File: config.mk
export PLATFORM = sky130hd
export DESIGN_NAME = cpu_operand_addressing
export DESIGN_NICKNAME = d
export VERILOG_FILES = /design/src/design/cpu_operand_addressing.v /design/src/design/index_adder.v
export VERILOG_INCLUDE_DIRS = /design/src /design/src/design
export SDC_FILE = /design/constraint.sdc
export NUM_CORES = 1
export LEC_CHECK = 0
export ABC_AREA = 1
export ABC_CLOCK_PERIOD_IN_PS = 2000
export BUFFER_PORTS_ARGS = -buffer_cell sky130_fd_sc_hd__buf_4
export CORE_ASPECT_RATIO = 1.5
export CORE_UTILIZATION = 57
export CTS_CLUSTER_DIAMETER = 100
export CTS_CLUSTER_SIZE = 25
export DETAILED_ROUTE_END_ITERATION = 10
export PLACE_DENSITY = 0.8
export SYNTH_ARGS = -nofsm -noshare
export SYNTH_HDL_FRONTEND = slang
export SYNTH_SLANG_ARGS = --single-unit
export TNS_END_PERCENT = 100
File: constraint.sdc
create_clock -name sys_clk -period 2 [get_ports sys_clk]
set_clock_uncertainty 0.15 [all_clocks]
set_input_delay 0.3 -clock sys_clk [delete_from_list [all_inputs] [get_ports sys_clk]]
set_output_delay 0.3 -clock sys_clk [all_outputs]
set_load 0.02 [all_outputs]
File: src/design/cpu_addr_defines.vh
// Constants for the operand addressing decoder
`ifndef CPU_ADDR_DEFINES_VH
`define CPU_ADDR_DEFINES_VH
`define ADR_CTRL 8'h00
`define ADR_OPERAND 8'h04
`define ADR_CORE 8'h08
`define ADR_RESULT 8'h0c
`define ADR_STATUS 8'h10
`define CTRL_FORM_LSB 0
`define CTRL_SEL_LSB 4
`define CTRL_ARITH 6
`define CTRL_GO 7
`define CTRL_MOVE 8
`define CTRL_REGSPACE 9
`define FLAGS_BANK_BIT 4
`define FORM_SRC_IMM 3'h0
`define FORM_SRC_DIR 3'h1
`define FORM_SRC_IDX 3'h2
`define FORM_DST_DIR 3'h3
`define FORM_DST_IDX 3'h4
`define FORM_DST_DIR_IMM 3'h5
`define FORM_DST_IDX_IMM 3'h6
`define FORM_MEM_MEM 3'h7
`define SEL_ACC 2'h0
`define SEL_INDEX 2'h1
`define SEL_SP 2'h2
`define SEL_FLAGS 2'h3
`define KIND_REG 2'h0
`define KIND_RAM 2'h1
`define KIND_REGSPACE 2'h2
`define KIND_IMM 2'h3
`define LEN_TWO 2'h2
`define LEN_THREE 2'h3
`define PCL_RESET 8'h00
`define FLAGS_RESET 8'h02
`endif

File: src/design/cpu_operand_addressing.v
// Operand addressing decoder with APB register access
`timescale 1ns/1ps
`include "cpu_addr_defines.vh"
module cpu_operand_addressing (
  input wire sys_clk,
  input wire rst,
  input wire psel,
  input wire penable,
  input wire pwrite,
  input wire [7:0] paddr,
  input wire [31:0] pwdata,
  output reg [31:0] prdata,
  output reg pready,
  output reg pslverr,
  output reg [7:0] program_counter_low_byte
);
  reg [2:0] form;
  reg [1:0] sel;
  reg arith;
  reg move_instruction;
  reg regspace;
  reg [7:0] op1;
  reg [7:0] op2;
  reg [7:0] acc;
  reg [7:0] index_reg;
  reg [7:0] stack_pointer_register;
  reg [7:0] flags;
  reg [31:0] result;
  reg illegal;
  reg done;
  reg go;
  reg [7:0] dst_addr;
  reg [7:0] src_addr;
  reg [1:0] dst_kind;
  reg [1:0] src_kind;
  reg [1:0] dst_reg;
  reg [1:0] src_reg;
  reg [1:0] length;
  reg read_dest;
  reg bad;
  reg [31:0] next_prdata;
  reg next_slverr;
  wire [7:0] indexed_addr;
  wire mem_kind_sel;
  wire register_bank_select;
  wire setup;
  wire access_done;
  wire [1:0] mem_kind;
  reg [2:0] next_form;
  reg [1:0] next_sel;
  reg next_arith;
  reg next_move_instruction;
  reg next_regspace;
  reg next_go;
  reg [7:0] next_op1;
  reg [7:0] next_op2;
  reg [7:0] next_acc;
  reg [7:0] next_index_reg;
  reg [7:0] next_stack_pointer_register;
  reg [7:0] next_flags;
  reg next_done;
  reg next_illegal;
  reg [7:0] next_program_counter_low_byte;
  reg [31:0] next_result;
  reg next_pready;
  reg next_pslverr;
  reg [31:0] next_read_data;
  wire write_hit;
  wire status_clear;
  wire [31:0] ctrl_image;
  wire [31:0] operand_image;
  wire [31:0] core_image;
  wire [31:0] status_image;

  index_adder u_index_adder (
    .base(op1),
    .index(index_reg),
    .sum(indexed_addr)
  );

  assign register_bank_select = flags[`FLAGS_BANK_BIT];
  assign mem_kind_sel = regspace;
  assign mem_kind = mem_kind_sel ? `KIND_REGSPACE : `KIND_RAM;
  assign setup = psel & ~penable;
  assign access_done = psel & penable & pready;
  assign write_hit = access_done & pwrite;
  assign status_clear = write_hit & (paddr == `ADR_STATUS);

  // Read images; go always reads back as zero
  assign ctrl_image = {22'h000000, regspace, move_instruction, 1'b0, arith, sel, 1'b0, form};
  assign operand_image = {16'h0000, op2, op1};
  assign core_image = {flags, stack_pointer_register, index_reg, acc};
  assign status_image = {30'h00000000, illegal, done};

  // Decode of one instruction's operand routing, every form spelled out
  always @* begin
    dst_addr = 8'h00;
    src_addr = 8'h00;
    dst_kind = `KIND_REG;
    src_kind = `KIND_IMM;
    dst_reg = sel;
    src_reg = sel;
    length = `LEN_TWO;
    read_dest = 1'b0;
    bad = 1'b0;
    case (form)
      `FORM_SRC_IMM: begin
        dst_kind = `KIND_REG;
        dst_reg = sel;
        src_kind = `KIND_IMM;
        src_reg = sel;
        length = `LEN_TWO;
        read_dest = 1'b0;
        bad = 1'b0;
      end
      `FORM_SRC_DIR: begin
        dst_kind = `KIND_REG;
        dst_reg = sel;
        src_kind = mem_kind;
        src_addr = op1;
        length = `LEN_TWO;
        // Only accumulator or index may take the result
        bad = sel[1];
      end
      `FORM_SRC_IDX: begin
        dst_kind = `KIND_REG;
        dst_reg = sel;
        src_kind = mem_kind;
        src_addr = indexed_addr;
        length = `LEN_TWO;
        bad = sel[1];
      end
      `FORM_DST_DIR: begin
        dst_kind = mem_kind;
        dst_addr = op1;
        src_kind = `KIND_REG;
        src_reg = sel;
        length = `LEN_TWO;
        read_dest = arith;
        bad = sel[1];
      end
      `FORM_DST_IDX: begin
        dst_kind = mem_kind;
        dst_addr = indexed_addr;
        src_kind = `KIND_REG;
        src_reg = `SEL_ACC;
        length = `LEN_TWO;
        read_dest = arith;
        bad = (sel != `SEL_ACC);
      end
      `FORM_DST_DIR_IMM: begin
        dst_kind = mem_kind;
        dst_addr = op1;
        src_kind = `KIND_IMM;
        length = `LEN_THREE;
        read_dest = arith;
        bad = 1'b0;
      end
      `FORM_DST_IDX_IMM: begin
        dst_kind = mem_kind;
        dst_addr = indexed_addr;
        src_kind = `KIND_IMM;
        length = `LEN_THREE;
        read_dest = arith;
        bad = 1'b0;
      end
      `FORM_MEM_MEM: begin
        // RAM on both sides; register space is not reachable here
        dst_kind = `KIND_RAM;
        dst_addr = op1;
        src_kind = `KIND_RAM;
        src_addr = op2;
        length = `LEN_THREE;
        read_dest = 1'b0;
        bad = ~move_instruction | arith;
      end
      default: begin
        bad = 1'b1;
      end
    endcase
  end

  // Register read mux, prepared in setup for a one-cycle access
  always @* begin
    next_prdata = 32'h00000000;
    next_slverr = 1'b0;
    case (paddr)
      `ADR_CTRL: begin
        next_prdata = ctrl_image;
      end
      `ADR_OPERAND: begin
        next_prdata = operand_image;
      end
      `ADR_CORE: begin
        next_prdata = core_image;
      end
      `ADR_RESULT: begin
        next_prdata = result;
      end
      `ADR_STATUS: begin
        next_prdata = status_image;
      end
      default: begin
        next_slverr = 1'b1;
      end
    endcase
  end

  // APB slave: pready follows setup by one cycle, so no wait states
  always @* begin
    next_pready = setup;
    next_pslverr = setup & next_slverr;
    next_read_data = 32'h00000000;
    if (setup & ~pwrite) begin
      next_read_data = next_prdata;
    end
  end

  always @(posedge sys_clk) begin
    if (rst) begin
      pready <= 1'b0;
      pslverr <= 1'b0;
      prdata <= 32'h00000000;
    end else begin
      pready <= next_pready;
      pslverr <= next_pslverr;
      prdata <= next_read_data;
    end
  end

  // Next values of the software-visible control and core image
  always @* begin
    next_form = form;
    next_sel = sel;
    next_arith = arith;
    next_move_instruction = move_instruction;
    next_regspace = regspace;
    next_go = 1'b0;
    next_op1 = op1;
    next_op2 = op2;
    next_acc = acc;
    next_index_reg = index_reg;
    next_stack_pointer_register = stack_pointer_register;
    next_flags = flags;
    if (write_hit) begin
      case (paddr)
        `ADR_CTRL: begin
          next_form = pwdata[`CTRL_FORM_LSB+2:`CTRL_FORM_LSB];
          next_sel = pwdata[`CTRL_SEL_LSB+1:`CTRL_SEL_LSB];
          next_arith = pwdata[`CTRL_ARITH];
          next_move_instruction = pwdata[`CTRL_MOVE];
          next_regspace = pwdata[`CTRL_REGSPACE];
          // One-cycle strobe, so an old go never replays
          next_go = pwdata[`CTRL_GO];
        end
        `ADR_OPERAND: begin
          next_op1 = pwdata[7:0];
          next_op2 = pwdata[15:8];
        end
        `ADR_CORE: begin
          next_acc = pwdata[7:0];
          next_index_reg = pwdata[15:8];
          next_stack_pointer_register = pwdata[23:16];
          // Supervisor bit is read only
          next_flags = {pwdata[31:28], flags[3], pwdata[26:24]};
        end
        default: begin
          next_go = 1'b0;
        end
      endcase
    end
  end

  // Software-visible control and core image
  always @(posedge sys_clk) begin
    if (rst) begin
      form <= `FORM_SRC_IMM;
      sel <= `SEL_ACC;
      arith <= 1'b0;
      move_instruction <= 1'b0;
      regspace <= 1'b0;
      go <= 1'b0;
      op1 <= 8'h00;
      op2 <= 8'h00;
      acc <= 8'h00;
      index_reg <= 8'h00;
      stack_pointer_register <= 8'h00;
      flags <= `FLAGS_RESET;
    end else begin
      form <= next_form;
      sel <= next_sel;
      arith <= next_arith;
      move_instruction <= next_move_instruction;
      regspace <= next_regspace;
      go <= next_go;
      op1 <= next_op1;
      op2 <= next_op2;
      acc <= next_acc;
      index_reg <= next_index_reg;
      stack_pointer_register <= next_stack_pointer_register;
      flags <= next_flags;
    end
  end

  // Sticky status; a decode sets its flag even if cleared in that cycle
  always @* begin
    next_done = done;
    next_illegal = illegal;
    if (status_clear & pwdata[0]) begin
      next_done = 1'b0;
    end
    if (status_clear & pwdata[1]) begin
      next_illegal = 1'b0;
    end
    if (go) begin
      next_done = 1'b1;
    end
    if (go & bad) begin
      next_illegal = 1'b1;
    end
  end

  // Program counter low byte and latched routing word
  always @* begin
    next_program_counter_low_byte = program_counter_low_byte;
    next_result = result;
    if (go & ~bad) begin
      // Advances only by length; not reachable from the bus
      next_program_counter_low_byte = program_counter_low_byte + {6'h00, length};
      // Only two bits of the second operand fit beside the routing fields
      next_result = {op2[1:0], register_bank_select, read_dest, src_reg, dst_reg,
                     src_kind, dst_kind, length, 2'h0, src_addr, dst_addr};
    end
  end

  // Decode latch and program counter low byte
  always @(posedge sys_clk) begin
    if (rst) begin
      program_counter_low_byte <= `PCL_RESET;
      result <= 32'h00000000;
      illegal <= 1'b0;
      done <= 1'b0;
    end else begin
      program_counter_low_byte <= next_program_counter_low_byte;
      result <= next_result;
      illegal <= next_illegal;
      done <= next_done;
    end
  end
endmodule

File: src/design/index_adder.v
// Eight-bit operand plus index address adder
`timescale 1ns/1ps
module index_adder (
  input wire [7:0] base,
  input wire [7:0] index,
  output wire [7:0] sum
);
  wire [8:0] full_sum;
  assign full_sum = {1'b0, base} + {1'b0, index};
  // Carry dropped on purpose, address wraps
  assign sum = full_sum[7:0];
endmodule

### Yosys cells after proc, flatten, opt, wreduce, memory -nomap -nowiden

Cells that the tools add are included.

| cells by class | value |
|---|---|
| add/sub/neg operators | 2 |
| equality and inequality tests | 11 |
| multiplexer cells | 15 |
| bitwise logic cells | 19 |
| reduce and logical (&&, ||, !) cells | 21 |

Operators by type and width:

| kind | count |
|---|---|
| $pmux W32 S5 | 1 |
| $pmux W8 S3 | 1 |
| $reduce_or A3 Y1 | 6 |
| $eq A8 B4 Y1 const B | 2 |
| $pmux W8 S2 | 1 |
| $eq A3 B3 Y1 const B | 4 |
| $and A1 B1 Y1 | 11 |
| $reduce_or A5 Y1 | 2 |
| $add A8 B2 Y8 | 1 |
| $add A8 B8 Y8 | 1 |
| $eq A8 B3 Y1 const B | 1 |
| $eq A8 B5 Y1 const B | 1 |
| $logic_not A8 Y1 | 1 |
| $pmux W2 S4 | 1 |
| $reduce_or A2 Y1 | 4 |
| $not A1 Y1 | 7 |
| $eq A3 B2 Y1 const B | 2 |
| $mux W1 | 6 |
| $pmux W2 S3 | 1 |
| $reduce_and A2 Y1 | 3 |
| $reduce_bool A2 Y1 | 3 |
| $mux W2 | 2 |
| $pmux W1 S4 | 1 |
| $pmux W2 S2 | 1 |
| 4 further kinds | 4 |

| word-level totals | value |
|---|---|
| flip-flop bits (word level) | 130 |
| input bits | 45 |
| output and inout port bits | 42 |
| word-level logic and storage cells | 87 |

### Longest topological paths before layout

| logic depth | value |
|---|---|
| depth after elaboration | 7 |
| mapped depth | 12 |
| depth with buffers taken out | 11 |

### Modules after synthesis

A second synthesis with hierarchy kept.

| unflattened totals | value |
|---|---|
| cells, all modules | 864 |
| area total of the unflattened synthesis | 5,940.7 µm² |

Modules (own cells, without submodules):

| module | times used | cells an instance | area an instance (µm²) | sequential area each (µm²) |
|---|---|---|---|---|
| cpu_operand_addressing | 1 | 804 | 5,565.3 | 2,602.5 |
| index_adder | 1 | 60 | 375.4 | 0.0 |

### Worst setup path before layout

No wires, ideal clock.

| timing path | value |
|---|---|
| path type | register -> register |
| start point | register form[2] |
| end point | register program_counter_low_byte[6] |
| setup time | 0.113 ns |
| arrival time | 1.476 ns |
| data required time | 1.737 ns |
| setup slack | 0.261 ns |
| stages on the path, launching flop included | 13 |
| path buffers | 1 |
| period minus slack after synthesis | 1.739 ns |
| cells stage by stage | dfxtp_1 > buf_4 > inv_2 > nor2_1 > ha_1 > inv_1 > ha_1 > inv_1 > nand4_1 > nor2_1 > nand2_1 > nand2_1 > nor2_1 |

| on the way | value |
|---|---|
| elaborated cells on any way between the ends | 17 |
| those cells by class | 1 x add/sub; 7 x eq/ne; 2 x mux; 2 x bitwise; 5 x reduce/logical |

RTL lines:

| item | line | RTL |
|---|---|---|
| start: declaration | cpu_operand_addressing.v:17 | `reg [2:0] form;` |
| start signal: assignment | cpu_operand_addressing.v:277 | `` form <= `FORM_SRC_IMM; `` |
| start signal: assignment | cpu_operand_addressing.v:290 | `form <= next_form;` |
| $eq A3 B3 Y1 (tied with other cells) | cpu_operand_addressing.v:106 | `case (form)` |
| $reduce_or A5 Y1 (no source line) / $reduce_or A3 Y1 (equally long branches) | n/a |  |
| $pmux W2 S2 (*) | cpu_operand_addressing.v:106 |  |
| net length[0] | cpu_operand_addressing.v:38 | `reg [1:0] length;` |
| $add A8 B2 Y8 (*) | cpu_operand_addressing.v:329 | `next_program_counter_low_byte = program_counter_low_byte + {6'h00, length};` |
| end signal: assignment | cpu_operand_addressing.v:339 | `` program_counter_low_byte <= `PCL_RESET; `` |
| end signal: assignment | cpu_operand_addressing.v:344 | `program_counter_low_byte <= next_program_counter_low_byte;` |
| end: declaration | cpu_operand_addressing.v:15 | `output reg [7:0] program_counter_low_byte` |

Mark *: on every way through the listed nets, which the timed path passes. The rest lies on a longest branch. The select of a mux whose other input is x is not followed.
A chain may end at the register's enable or synchronous reset.

### Worst setup path after layout

| timing path | value |
|---|---|
| start point | register op1[0] |
| end point | register result[2] |

| on the way | value |
|---|---|
| longest elaborated chain between the ends | 2 |

Ends and longest elaborated chain:

| item | line | RTL |
|---|---|---|
| start: declaration | cpu_operand_addressing.v:22 | `reg [7:0] op1;` |
| start signal: assignment | cpu_operand_addressing.v:296 | `op1 <= next_op1;` |
| $add A8 B8 Y8 | index_adder.v:9 | `assign full_sum = {1'b0, base} + {1'b0, index};` |
| $pmux W8 S2 | cpu_operand_addressing.v:106 |  |
| end signal: assignment | cpu_operand_addressing.v:345 | `result <= next_result;` |
| end: declaration | cpu_operand_addressing.v:28 | `reg [31:0] result;` |

Every way passes these cells.

==> results by group <==
Outcome
  • Status: completed

Cells and area
  • Ant. Diodes: 0
  • Most common cell after layout, fill and taps aside: nand2_1
  • Top flop regs: prdata: 32 flops, result: 30 flops
  • Most frequent cells in the layout: nand2_1 (158), nor2_1 (127), dfxtp_1 (127)
  • Post-route design area: 7566 um2
  • Util after Layout: 78.09%
  • Post-route insts no fill: 1046
  • Register with the most flip-flops: prdata
  • Layout cell share with drive strength beyond 1: 18.37%
  • Fin nets: 973
  • Max FFs per register: 32
  • Syn-to-layout area delta: 33.40%

Synthesis
  • Syn Std Cell Area: 5672 um2
  • Cells after synthesis: 786
  • Async SR Flop Fraction: 0%
  • Avg Cell Area, Syn: 7.216 um2
  • Post-synth EDFFs: 0
  • Syn. warnings: 0
  • Syn Nets: 841
  • Unique masters post-synth: 39
  • Register bit total from synthesis: 130
  • Dominant synthesized flop cell: dfxtp_1
  • Seq/Total Area, Yosys: 45.89%

Clock network
  • Clock tree sinks: 130
  • CTS tree: built
  • CTS max path bufs: 2
  • Worst skew pair latency: 0.42 ns
  • H-tree Lvls: 4
  • Number of setup buffers added after CTS: 0
  • CTS Buf Count: 17
  • Worst-path clk slew: 0.06 ns
  • Root Driver: clkbuf_16

Worst setup path
  • Reg2reg end: result[2]$_SDFFE_PP0P_
  • Critical path type: register to register
  • Crit path arrival time: 2.05 ns
  • CP top delay family: adder cells
  • Worst-path cell chain: ha_1 > inv_1 > fa_1 > xor2_1 > o22ai_1 > o21ai_0 > a21oi_1
  • Slowest-stage cell, CP: fa_1
  • Worst path max stage delay: 0.42 ns
  • Reg2Reg Depth: 7
  • Crit-path max FO: 3
  • RR Startpoint: op1[0]$_SDFFE_PP0P_
  • Setup crit end kind: register
  • Crit start category: register
  • FF-to-FF setup slack: 0.11 ns
  • Worst path bufs/invs: 1
  • Worst Path Required: 2.16 ns

Drt
  • Routed WL: 16910 um
  • Via density: 5.528
  • ANT nets after route: 0
  • WL per Instance: 16.16 um
  • DRT Pass-1 Iters: 6
  • DR vias: 5782
  • DR DRC count: 0
  • Iter 0 DRT Violations: 348

Pwr
  • Switching power: 1.261 mW
  • Logic gate share of total power: 3.5%
  • Sw Share: 20.58%
  • Pleak: 3.278 nW
  • Seq pwr share: 42.3%
  • Ratio of total power to cell area: 809.9 nW/um2
  • Peak supply drop: 1.155 mV
  • Clk pwr share: 54.2%
  • Pint: 4.866 mW
  • Tot Pwr: 6.128 mW

GRT
  • Number of global-route vias before repair: 5664
  • Pin count of the biggest net entering global routing: 37
  • Gr ovfl total: 0
  • GRT Overall Usage: 33.54%
  • Initial antenna violation count: 0
  • First-pass GRT wire length: 26980 um

Timing
  • RSZ-0062 raised after global routing: false
  • Hold_ws: 0.01534 ns
  • Max-Slew Margin vs Limit: 54.25%
  • Final setup margin: 0.1076 ns
  • Fin crit period: 1.892 ns
  • Final setup vio count: 0
  • Final cycle utilization of the critical path: 94.62%
  • Max frequency: 0.5284 GHz
  • Worst slew pin tran: 0.6854 ns
  • Final Max Tran Viols: 0
  • Setup TNS: 0 ns
  • Final hold vios: 0

Place
  • Area after DPL: 6614 um2
  • Setup WS pre-CTS: 0.03780 ns
  • DP Wirelength: 11250 um
  • Routability Congestion: 0.9591
  • # placed instances: 984
  • Buffers on Ports: 85

Worst hold path
  • Hold crit path type: input pin to register
  • Hold EP: acc[0]$_SDFFE_PP0P_
  • Hold path depth: 3
  • Worst Hold Launch: pwdata[0]

Flow run
  • Max-cap violations: 0

Die
  • Width of the chip: 83.45 um
  • Die area: 10360 um2
  • Die span in y: 124.2 um
  • Initial Utilization: 58.54%
  • Row Count: 44
  • Top-Level Pins: 87
  • Core Area: 9689 um2
## power by group through the flow
stage	Combinational (mW)	Clock [mW]	Sequential [mW]
3_3_place_gp	0.159	0	2.65
4_1_cts	0.210	3.33	2.59
2_1_floorplan	0.0468	0	2.65
3_5_place_dp	0.163	0	2.65
6_report	0.214	3.32	2.59
5_1_grt	0.228	3.45	2.59
## worst reg2reg max path, stage by stage (launching register included)
cell and delay, ns:
dfxtp_1 0.35, ha_1 0.18, inv_1 0.05, fa_1 0.42, xor2_1 0.26, o22ai_1 0.14
o21ai_0 0.17, a21oi_1 0.05
## how the worst max path moves through the flow
stage	start	end	slack (ns)	cells past startpoint
2_1_floorplan	form[2]$_SDFFE_PP0P_	program_counter_low_byte[6]$_SDFFE_PP0P_	0.26	12
3_3_place_gp	paddr[5]	index_reg[1]$_SDFFE_PP0P_	0.11	10
3_5_place_dp	form[0]$_SDFFE_PP0P_	program_counter_low_byte[6]$_SDFFE_PP0P_	0.04	11
4_1_cts	form[1]$_SDFFE_PP0P_	program_counter_low_byte[6]$_SDFFE_PP0P_	0.04	11
5_1_grt	op1[2]$_SDFFE_PP0P_	result[13]$_SDFFE_PP0P_	0.001	10
6_report	op1[0]$_SDFFE_PP0P_	result[2]$_SDFFE_PP0P_	0.11	7
## what timing repair did
| action | CTS | global route |
|---|---|---|
| resized for setup | 1 | 8 |
| hold endpoints to repair | 37 | 0 |
| endpoints found under the setup margin | 1 | 4 |
| cloned | 0 | 0 |
| hold buffers | 30 | 0 |
## synthesized netlist by cell type, types with 2 or more instances
library cell	n	area (um2)
nand4_1	4	25.02
buf_6	3	33.78
clkbuf_1	21	78.83
a21oi_1	61	305.3
buf_2	7	35.03
inv_1	72	270.3
o22ai_1	8	50.05
buf_4	3	22.52
nor2_4	4	45.04
o21ai_0	90	450.4
xor2_1	3	26.28
nor3_1	21	105.1
nand3_1	30	150.1
dfxtp_1	130	2603
nand2_4	2	22.52
nor2_1	130	488.0
o21ai_1	6	30.03
o211ai_1	3	22.52
xnor2_1	3	26.28
nand2_1	158	593.1
ha_1	9	112.6
## metal layers
metal,track usage [%],part of all wire (%),vias up
li1,-,-,2808
met1,38.27,40,2695
met2,60.30,51,240
met3,6.759,5.6,39
met4,16.10,3.6,0
met5,0,0,-
## area by class of cell
type,count,area (um2)
sequential,130,2609
inverter,74,277.8
fill,698,2123
multi-input combinational,547,2626
tap,115,143.9
clock buffer,20,456.7
clock inverter,12,178.9
timing repair buffer,148,1274
## cell families after synthesis
family	share of synthesized area, %
flops	45.89
buf+inv	7.986
xor+xnor	0.9267
compound gates	16.70
fa+ha+maj	2.338
simple gates	26.16
No activity file was read; power rests on OpenSTA's default activity.
